### config.mk
export PLATFORM = sky130hd
export DESIGN_NAME = psim_status_irq
export DESIGN_NICKNAME = d
export VERILOG_FILES = /design/src/verilog/psim_status_irq.v
export VERILOG_INCLUDE_DIRS = /design/src /design/src/verilog
export SDC_FILE = /design/constraint.sdc
export NUM_CORES = 1
export LEC_CHECK = 0
export ABC_AREA = 1
export BUFFER_PORTS_ARGS = -buffer_cell sky130_fd_sc_hd__buf_2
export CAP_MARGIN = 30
export CORE_AREA = 5 5 99 101
export CTS_BUF_LIST = sky130_fd_sc_hd__clkbuf_16
export DETAILED_ROUTE_END_ITERATION = 10
export DIE_AREA = 0 0 104 106
export GPL_TIMING_DRIVEN = 0
export PLACE_DENSITY = 0.83
export SETUP_SLACK_MARGIN = 0.1
export SLEW_MARGIN = 15
export SYNTH_ARGS = -nofsm -noshare
export SYNTH_HDL_FRONTEND = slang
export SYNTH_SLANG_ARGS = --single-unit
### constraint.sdc
create_clock -name i_clock -period 3.1 [get_ports i_clock]
set_clock_uncertainty 0.2 [all_clocks]
set_input_delay 0.31 -clock i_clock [delete_from_list [all_inputs] [get_ports i_clock]]
set_output_delay 0.31 -clock i_clock [all_outputs]
set_load 0.01 [all_outputs]
### src/verilog/psim_regs.vh
/*
 Register map, field positions, reset values and timing counts of the
 PMIC status and interrupt mask block.
 Assumes the serial interface engine presents decoded register
 accesses one clock wide at the 25 MHz internal clock.
*/
// Function
// - Taper flag: comparator, or after 30 minutes
// - Timeout flags bits 3..1 reset 0, read/write
// - Bit 0 shows battery temperature fault
// - Rail bit rising edge pulls interrupt low
// - Rail bit 7 shows power button request
// - Rail bit 6 is inverted cover pin
// - Rail bit 5 shows supply undervoltage
// - Rail bit 3: LDO B fault if enabled
// - Rail bit 2: LDO A fault if enabled
// - Rail bit 1 shows main buck fault
// - Rail bit 0: core fault or low power
// - Charge mask resets all ones, blocks flags
// - Rail mask resets all ones, blocks flags
// - Charge flags interrupt; writes to 0,4-7 ignored
// - Acknowledged flag releases pin until condition clears
// - Wait mode, rails off: registers to default
`ifndef PSIM_REGS_VH
`define PSIM_REGS_VH

`define PSIM_OFS_CHG_STATUS  8'h01
`define PSIM_OFS_RAIL_STATUS 8'h02
`define PSIM_OFS_CHG_MASK    8'h03
`define PSIM_OFS_RAIL_MASK   8'h04
`define PSIM_OFS_CHG_ACK     8'h05
`define PSIM_OFS_RAIL_ACK    8'h06

`define PSIM_RST_STATUS      8'h00
`define PSIM_RST_MASK        8'hFF
`define PSIM_RST_ACK         8'h00

`define PSIM_BIT_TEMP        0
`define PSIM_BIT_PRECHG      1
`define PSIM_BIT_CHG         2
`define PSIM_BIT_TAPER       3
`define PSIM_CHG_WR_BITS     8'h0E

`define PSIM_BIT_CORE        0
`define PSIM_BIT_MAIN        1
`define PSIM_BIT_LDO_A       2
`define PSIM_BIT_LDO_B       3
`define PSIM_BIT_RAIL_RSVD   4
`define PSIM_BIT_SUPPLY_UNDERVOLTAGE_FLAG        5
`define PSIM_BIT_COVER       6
`define PSIM_BIT_BUTTON      7

// Taper delay in seconds and clock rate in hertz
`define PSIM_TAPER_TIME_S    36'h0_0000_0708
`define PSIM_CLOCK_HZ        36'h0_017D_7840

`endif

### src/verilog/psim_status_irq.v
/*
 Status flags, mask registers and the active-low interrupt pin of the
 PMIC status block, with internal acknowledge tracking.
 Assumes a serial interface engine in front of it giving one-cycle read
 and write strobes with an 8-bit register address, and analog
 comparators and charger timers giving levels on the same clock.
*/
`timescale 1ns/1ps
`include "psim_regs.vh"

module psim_status_irq #(
   parameter [35:0] TAPER_TIMEOUT_CYC = `PSIM_TAPER_TIME_S * `PSIM_CLOCK_HZ
) (
   input  wire       i_clock,
   input  wire       i_resetn,
   input  wire       i_wait_all_rails_off,
   input  wire [7:0] i_reg_addr,
   input  wire       i_reg_wr,
   input  wire [7:0] i_reg_wdata,
   input  wire       i_reg_rd,
   output reg  [7:0] o_reg_rdata,
   input  wire       i_timer_enable,
   input  wire       i_taper_cmp,
   input  wire       i_chg_timer_expired,
   input  wire       i_prechg_timer_expired,
   input  wire       i_battery_temp_fault,
   input  wire [3:0] i_charger_upper_flags,
   input  wire       i_power_button_request,
   input  wire       i_battery_cover_input,
   input  wire       i_supply_undervoltage,
   input  wire       i_ldo_b_out_of_reg,
   input  wire       i_ldo_b_enable,
   input  wire       i_ldo_a_out_of_reg,
   input  wire       i_ldo_a_enable,
   input  wire       i_main_buck_out_of_reg,
   input  wire       i_core_buck_out_of_reg,
   input  wire       i_core_low_power_bit,
   input  wire       i_low_power_mode,
   output wire       o_int_n
);

   // Rail power-down in wait mode acts like a reset
   wire        clear = !i_resetn || i_wait_all_rails_off;

   // One decode shared by the write and acknowledge strobe and address pairs; read data uses its own case
   function hit;
      input       strobe;
      input [7:0] addr;
      input [7:0] ofs;
      begin
         hit = strobe && (addr == ofs);
      end
   endfunction

   reg  [7:0]  rail_raw;
   reg  [7:0]  rail_meta_ff;
   reg  [7:0]  rail_status_flags_ff;
   reg  [7:0]  rail_prev_ff;
   reg  [6:0]  chg_meta_ff;
   reg  [6:0]  chg_sync_ff;
   reg  [7:0]  charge_status_flags;
   reg  [2:0]  chg_tmo_ff;
   reg  [35:0] taper_cnt_ff;
   reg  [7:0]  charge_irq_mask_ff;
   reg  [7:0]  rail_irq_mask_ff;
   reg  [7:0]  charge_irq_ack_ff;
   reg  [7:0]  rail_irq_ack_ff;
   reg  [7:0]  rail_event_ff;
   reg  [7:0]  nxt_rail_event;
   reg  [7:0]  nxt_rdata;
   wire [7:0]  rail_rise;
   wire        taper_expire;
   wire        wr_chg  = hit(i_reg_wr, i_reg_addr, `PSIM_OFS_CHG_STATUS);
   wire        rd_chg  = hit(i_reg_rd, i_reg_addr, `PSIM_OFS_CHG_STATUS);
   wire        rd_rail = hit(i_reg_rd, i_reg_addr, `PSIM_OFS_RAIL_STATUS);

   // Raw rail conditions before synchronisation
   always @* begin
      rail_raw = 8'h00;
      rail_raw[`PSIM_BIT_BUTTON] = i_power_button_request;
      rail_raw[`PSIM_BIT_COVER]  = !i_battery_cover_input;
      rail_raw[`PSIM_BIT_SUPPLY_UNDERVOLTAGE_FLAG]   = i_supply_undervoltage;
      rail_raw[`PSIM_BIT_LDO_B]  = i_ldo_b_out_of_reg
                                   && i_ldo_b_enable;
      rail_raw[`PSIM_BIT_LDO_A]  = i_ldo_a_out_of_reg
                                   && i_ldo_a_enable;
      rail_raw[`PSIM_BIT_MAIN]   = i_main_buck_out_of_reg;
      rail_raw[`PSIM_BIT_CORE]   = i_core_buck_out_of_reg
         || (i_core_low_power_bit && i_low_power_mode);
   end

   // Two stages; the register itself is the second stage
   always @(posedge i_clock) begin
      if (clear) begin
         rail_meta_ff         <= `PSIM_RST_STATUS;
         rail_status_flags_ff <= `PSIM_RST_STATUS;
         rail_prev_ff         <= `PSIM_RST_STATUS;
         chg_meta_ff          <= 7'h00;
         chg_sync_ff          <= 7'h00;
      end else begin
         rail_meta_ff         <= rail_raw;
         rail_status_flags_ff <= rail_meta_ff;
         rail_prev_ff         <= rail_status_flags_ff;
         chg_meta_ff <= {i_charger_upper_flags, i_taper_cmp,
                         i_battery_temp_fault, i_chg_timer_expired ^ 1'b0};
         chg_sync_ff <= chg_meta_ff;
      end
   end

   // Edge taken against the previous status, never the first stage
   assign rail_rise = rail_status_flags_ff & ~rail_prev_ff;

   // Taper delay only counts while comparator is high
   // A comparator dip restarts the full delay; no partial credit is kept
   assign taper_expire = (taper_cnt_ff == TAPER_TIMEOUT_CYC - 36'h0_0000_0001);

   always @(posedge i_clock) begin
      if (clear || !i_timer_enable || !chg_sync_ff[2]) begin
         taper_cnt_ff <= 36'h0_0000_0000;
      end else if (!taper_expire) begin
         taper_cnt_ff <= taper_cnt_ff + 36'h0_0000_0001;
      end
   end

   // Timeout flags: hardware set wins over a host write
   always @(posedge i_clock) begin
      if (clear) begin
         chg_tmo_ff <= 3'b000;
      end else begin
         if (wr_chg) begin
            chg_tmo_ff <= i_reg_wdata[`PSIM_BIT_TAPER:`PSIM_BIT_PRECHG];
         end
         if (i_prechg_timer_expired) begin
            chg_tmo_ff[0] <= 1'b1;
         end
         if (chg_sync_ff[0]) begin
            chg_tmo_ff[1] <= 1'b1;
         end
         if (i_timer_enable && taper_expire) begin
            chg_tmo_ff[2] <= 1'b1;
         end
      end
   end

   // Bits 0 and 7..4 are never stored, so writes there vanish
   always @* begin
      charge_status_flags = {chg_sync_ff[6:3], chg_tmo_ff,
                             chg_sync_ff[1]};
      if (!i_timer_enable) begin
         charge_status_flags[`PSIM_BIT_TAPER] = chg_sync_ff[2];
      end
   end

   always @(posedge i_clock) begin
      if (clear) begin
         charge_irq_mask_ff <= `PSIM_RST_MASK;
         rail_irq_mask_ff   <= `PSIM_RST_MASK;
      end else begin
         if (hit(i_reg_wr, i_reg_addr, `PSIM_OFS_CHG_MASK)) begin
            charge_irq_mask_ff <= i_reg_wdata;
         end
         if (hit(i_reg_wr, i_reg_addr, `PSIM_OFS_RAIL_MASK)) begin
            rail_irq_mask_ff <= i_reg_wdata;
         end
      end
   end

   // Reading a status register acknowledges what it shows, except a rail bit rising in that same cycle
   always @* begin
      nxt_rail_event = (rail_event_ff & rail_status_flags_ff)
                       & ~({8{rd_rail}} & rail_status_flags_ff);
      nxt_rail_event = nxt_rail_event | rail_rise;
   end

   always @(posedge i_clock) begin
      if (clear) begin
         charge_irq_ack_ff <= `PSIM_RST_ACK;
         rail_irq_ack_ff   <= `PSIM_RST_ACK;
         rail_event_ff     <= `PSIM_RST_STATUS;
      end else begin
         // Ack drops as soon as the condition goes away
         charge_irq_ack_ff <= (charge_irq_ack_ff
            | ({8{rd_chg}} & charge_status_flags))
            & charge_status_flags;
         rail_irq_ack_ff <= (rail_irq_ack_ff | ({8{rd_rail}}
            & rail_status_flags_ff)) & rail_status_flags_ff
            & ~rail_rise;
         rail_event_ff <= nxt_rail_event;
      end
   end

   // Pin low while any unmasked, unacknowledged source is pending
   assign o_int_n = !(|(charge_status_flags & ~charge_irq_mask_ff
                        & ~charge_irq_ack_ff)
                     || |(rail_event_ff & ~rail_irq_mask_ff));

   // Unmapped addresses read as zero rather than floating
   always @* begin
      case (i_reg_addr)
         `PSIM_OFS_CHG_STATUS:  nxt_rdata = charge_status_flags;
         `PSIM_OFS_RAIL_STATUS: nxt_rdata = rail_status_flags_ff;
         `PSIM_OFS_CHG_MASK:    nxt_rdata = charge_irq_mask_ff;
         `PSIM_OFS_RAIL_MASK:   nxt_rdata = rail_irq_mask_ff;
         `PSIM_OFS_CHG_ACK:     nxt_rdata = charge_irq_ack_ff;
         `PSIM_OFS_RAIL_ACK:    nxt_rdata = rail_irq_ack_ff;
         default:               nxt_rdata = 8'h00;
      endcase
   end

   always @(posedge i_clock) begin
      if (clear) begin
         o_reg_rdata <= 8'h00;
      end else if (i_reg_rd) begin
         o_reg_rdata <= nxt_rdata;
      end
   end

endmodule

==> impl_results.md <==
* Crit path launch type: flop
* Area grow syn2layout at 22.2%
* Hold Crit Class: in -> reg
* Vias in the first global route at 5371
* Post-Syn Nets at 837
* Final GP Congestion at ~0.91
* H-tree Lvls at 4
* Largest net degree at the start of global routing at 17
* Die W at about 100 um
* Sequential-to-total area share from yosys stat at between 40 and 50%
* Post-Route WL at 15000 um
* Worst setup margin at between 1000 and 1500 ps
* Least-Margin Pin Slew at 609 ps
* Period utilization at 66.9%
* Leak at ~2.6 nW
* Critical path type: reg -> out
* Die ar. at approximately 11000 um2
* CTS tree: done
* Final setup viols at 0
* Synth Cell Area at between 5000 and 6000 um2
* Mapped Avg Cell Area at between 6 and 7 um2
* N_diodes at 0
* Fraction of layout cells with a size suffix above 1 at around 13%
* Antenna viol nets, final at 0
* Via Count at around 5400
* Max-slew violations at 0
* Die H at 106 um
* Initial cell density of the core at between 60% and 70%
* Drt drc at 0
* Setup WS pre-CTS at between 1000 and 1500 ps
* Status: finished clean
* Longest Clk Path Bufs at 2
* Max_cap viols at 0
* Synthesis-stage register bit count at 120
* Gr usage total at ~28%
* # nets final at 930
* Crit. End Element: primary output
* RSZ-0062 raised after global routing: no
* Setup Fix Bufs, Post-CTS at 0
* Warnings, synthesis at 0
* Max-slew headroom at between 50% and 60%
* Core Area at between 8000 and 9000 um2
* Post-CTS Resized at 0
* I/O pins at 50
* TNS Setup at 0 ps
* CTS Buf Count at 17
* Initial DRC Count at roughly 280
* GRT overflow at 0
* Fmax at about 480 MHz
* Post-DP HPWL at roughly 11000 um
* Clock sink count at 120
* Peak supply drop at 0.305 mV
* Final Util at approximately three quarters
* Rows at 35
* P per Cell Area at around 540 nW/um2
* Initial antenna violation count at 0
* Crit path time final at between 2000 and 2500 ps
* Final hold violation count at 0
* Reg clk slew, reported paths at around 60 ps
* Count of cell types in the netlist at 35
* Clk_lat worst skew at ~420 ps
* Cells after Synth at roughly 800
* PortBufs at between 40 and 50
* Power Total at roughly 3.6 mW
* Crit Path Max Fanout at 3
* Root Buffer: clkbuf_16
* WL/cell at ~15 um
* Crit path DAT at about 1600 ps
* DRT Pass-1 Iters at 5
* Worst path required time at 2590 ps
* Vias per cell at approximately 5.3
* First-pass GRT wire length at approximately 24000 um
-- stage by stage --
stage / instance area (um2) / hold WS, ps / instances
after global placement: 5820 / 195 / 955
after floorplan: 5440 / 182 / 795
after detailed placement: 5820 / 200 / 955
after global routing: 6650 / 46.5 / 1012
final: 6650 / 30.3 / 1012
after CTS: 6650 / 17.8 / 1012
-- registers in the layout (all words and copies together) (netlist names), 8 cells and up --
| register | count |
|---|---|
| charge_irq_mask_ff | 8 |
| taper_cnt_ff | 36 |
| o_reg_rdata | 8 |
| charge_irq_ack_ff | 8 |
| rail_irq_mask_ff | 8 |
-- synth_stat cells (all sizes together) --
cell,instances,share of area (%)
o21ai,33,3.0
ha,1,0.23
o211ai,8,1.1
nor3b,1,0.14
nand3,68,6.4
nand2,177,13
nor3,4,0.46
buf,9,0.94
o21a,3,0.41
nor2b,1,0.12
clkbuf,6,0.41
nand3b,5,0.69
nor4,3,0.62
nor2,180,14
and2,2,0.23
o21bai,1,0.14
dfxtp,120,44
inv,104,7.2
nand4,9,1.0
xnor2,3,0.48
a21oi,48,4.4
o22ai,2,0.23
xor2,7,1.1
-- worst max-delay path, stage by stage, from the launching register on --
cell and delay, ps:
dfxtp_1 320, nor2_1 100, a21oi_1 80, a21oi_1 160
nand3b_1 110, nor3_1 200, buf_2 180
-- path summary, 6_finish.rpt --
kind,startpoint,to,slack (ps),cells after the start
worst min-delay path,i_wait_all_rails_off,o_reg_rdata[2],30,4
worst max-delay path,chg_sync_ff[2],o_int_n,1030,6
worst min register to register,chg_meta_ff[6],chg_sync_ff[6],210,2
worst max register to register,taper_cnt_ff[0],taper_cnt_ff[9],1110,8
-- metal layers --
| layer | GRT usage [%] | routed length [um] | vias to the layer above |
|---|---|---|---|
| li1 | - | - | 2692 |
| met1 | 29.4 | 5800 | 2429 |
| met2 | 50.5 | 7760 | 210 |
| met3 | 5.65 | 901 | 55 |
| met4 | 15.2 | 546 | 0 |
| met5 | 0 | 0 | - |
-- cells by family after synthesis --
| group | share of synthesized area (%) |
|---|---|
| and+or+nand+nor | 36.1 |
| DFF | 44.2 |
| buffers and inverters | 8.53 |
| AOI/OAI and AO/OA | 9.34 |
| xor gates and xnor gates | 1.61 |
| adders and majority gates | 0.230 |
-- what timing repair did --
item / in CTS / in global routing
hold buffers: 25 / 0
endpoints found under the hold margin: 28 / 0
setup endpoints to repair: 0 / 0
-- placed cells by master, fill, tap and decap left out, types with 5 or more instances in the layout --
cell type        n
clkbuf_16       17
inv_6            7
xor2_1           7
nor2_2          13
o21ai_1          5
dfxtp_1        120
nor2_4           5
o211ai_1         8
a21oi_1         48
buf_2           54
nand2_1        169
nand3b_1         5
o21ai_0         28
nand2_2          7
clkbuf_1         6
nand3_1         66
dlygate4sd3_1   25
nor2_1         162
inv_1          101
nand4_1          9
-- power by group --
part           switching [mW]  leakage (nW)  internal [mW]
combinational          0.0786          1.36         0.0595
sequential            0.00707         0.971           1.56
clock                   0.841         0.277           1.07
-- cell type report --
cell class              instances  area (um2)
inverters                     104         390
multi-input cells             556        2570
flip-flops and latches        120        2400
plain buffers                  15        73.8
clock buffers                  17         425
repair buffers                 74         495
fillers                       694        2290
clock inverters                15         146
well taps                     111         139
(Power assumes the default switching activity.)
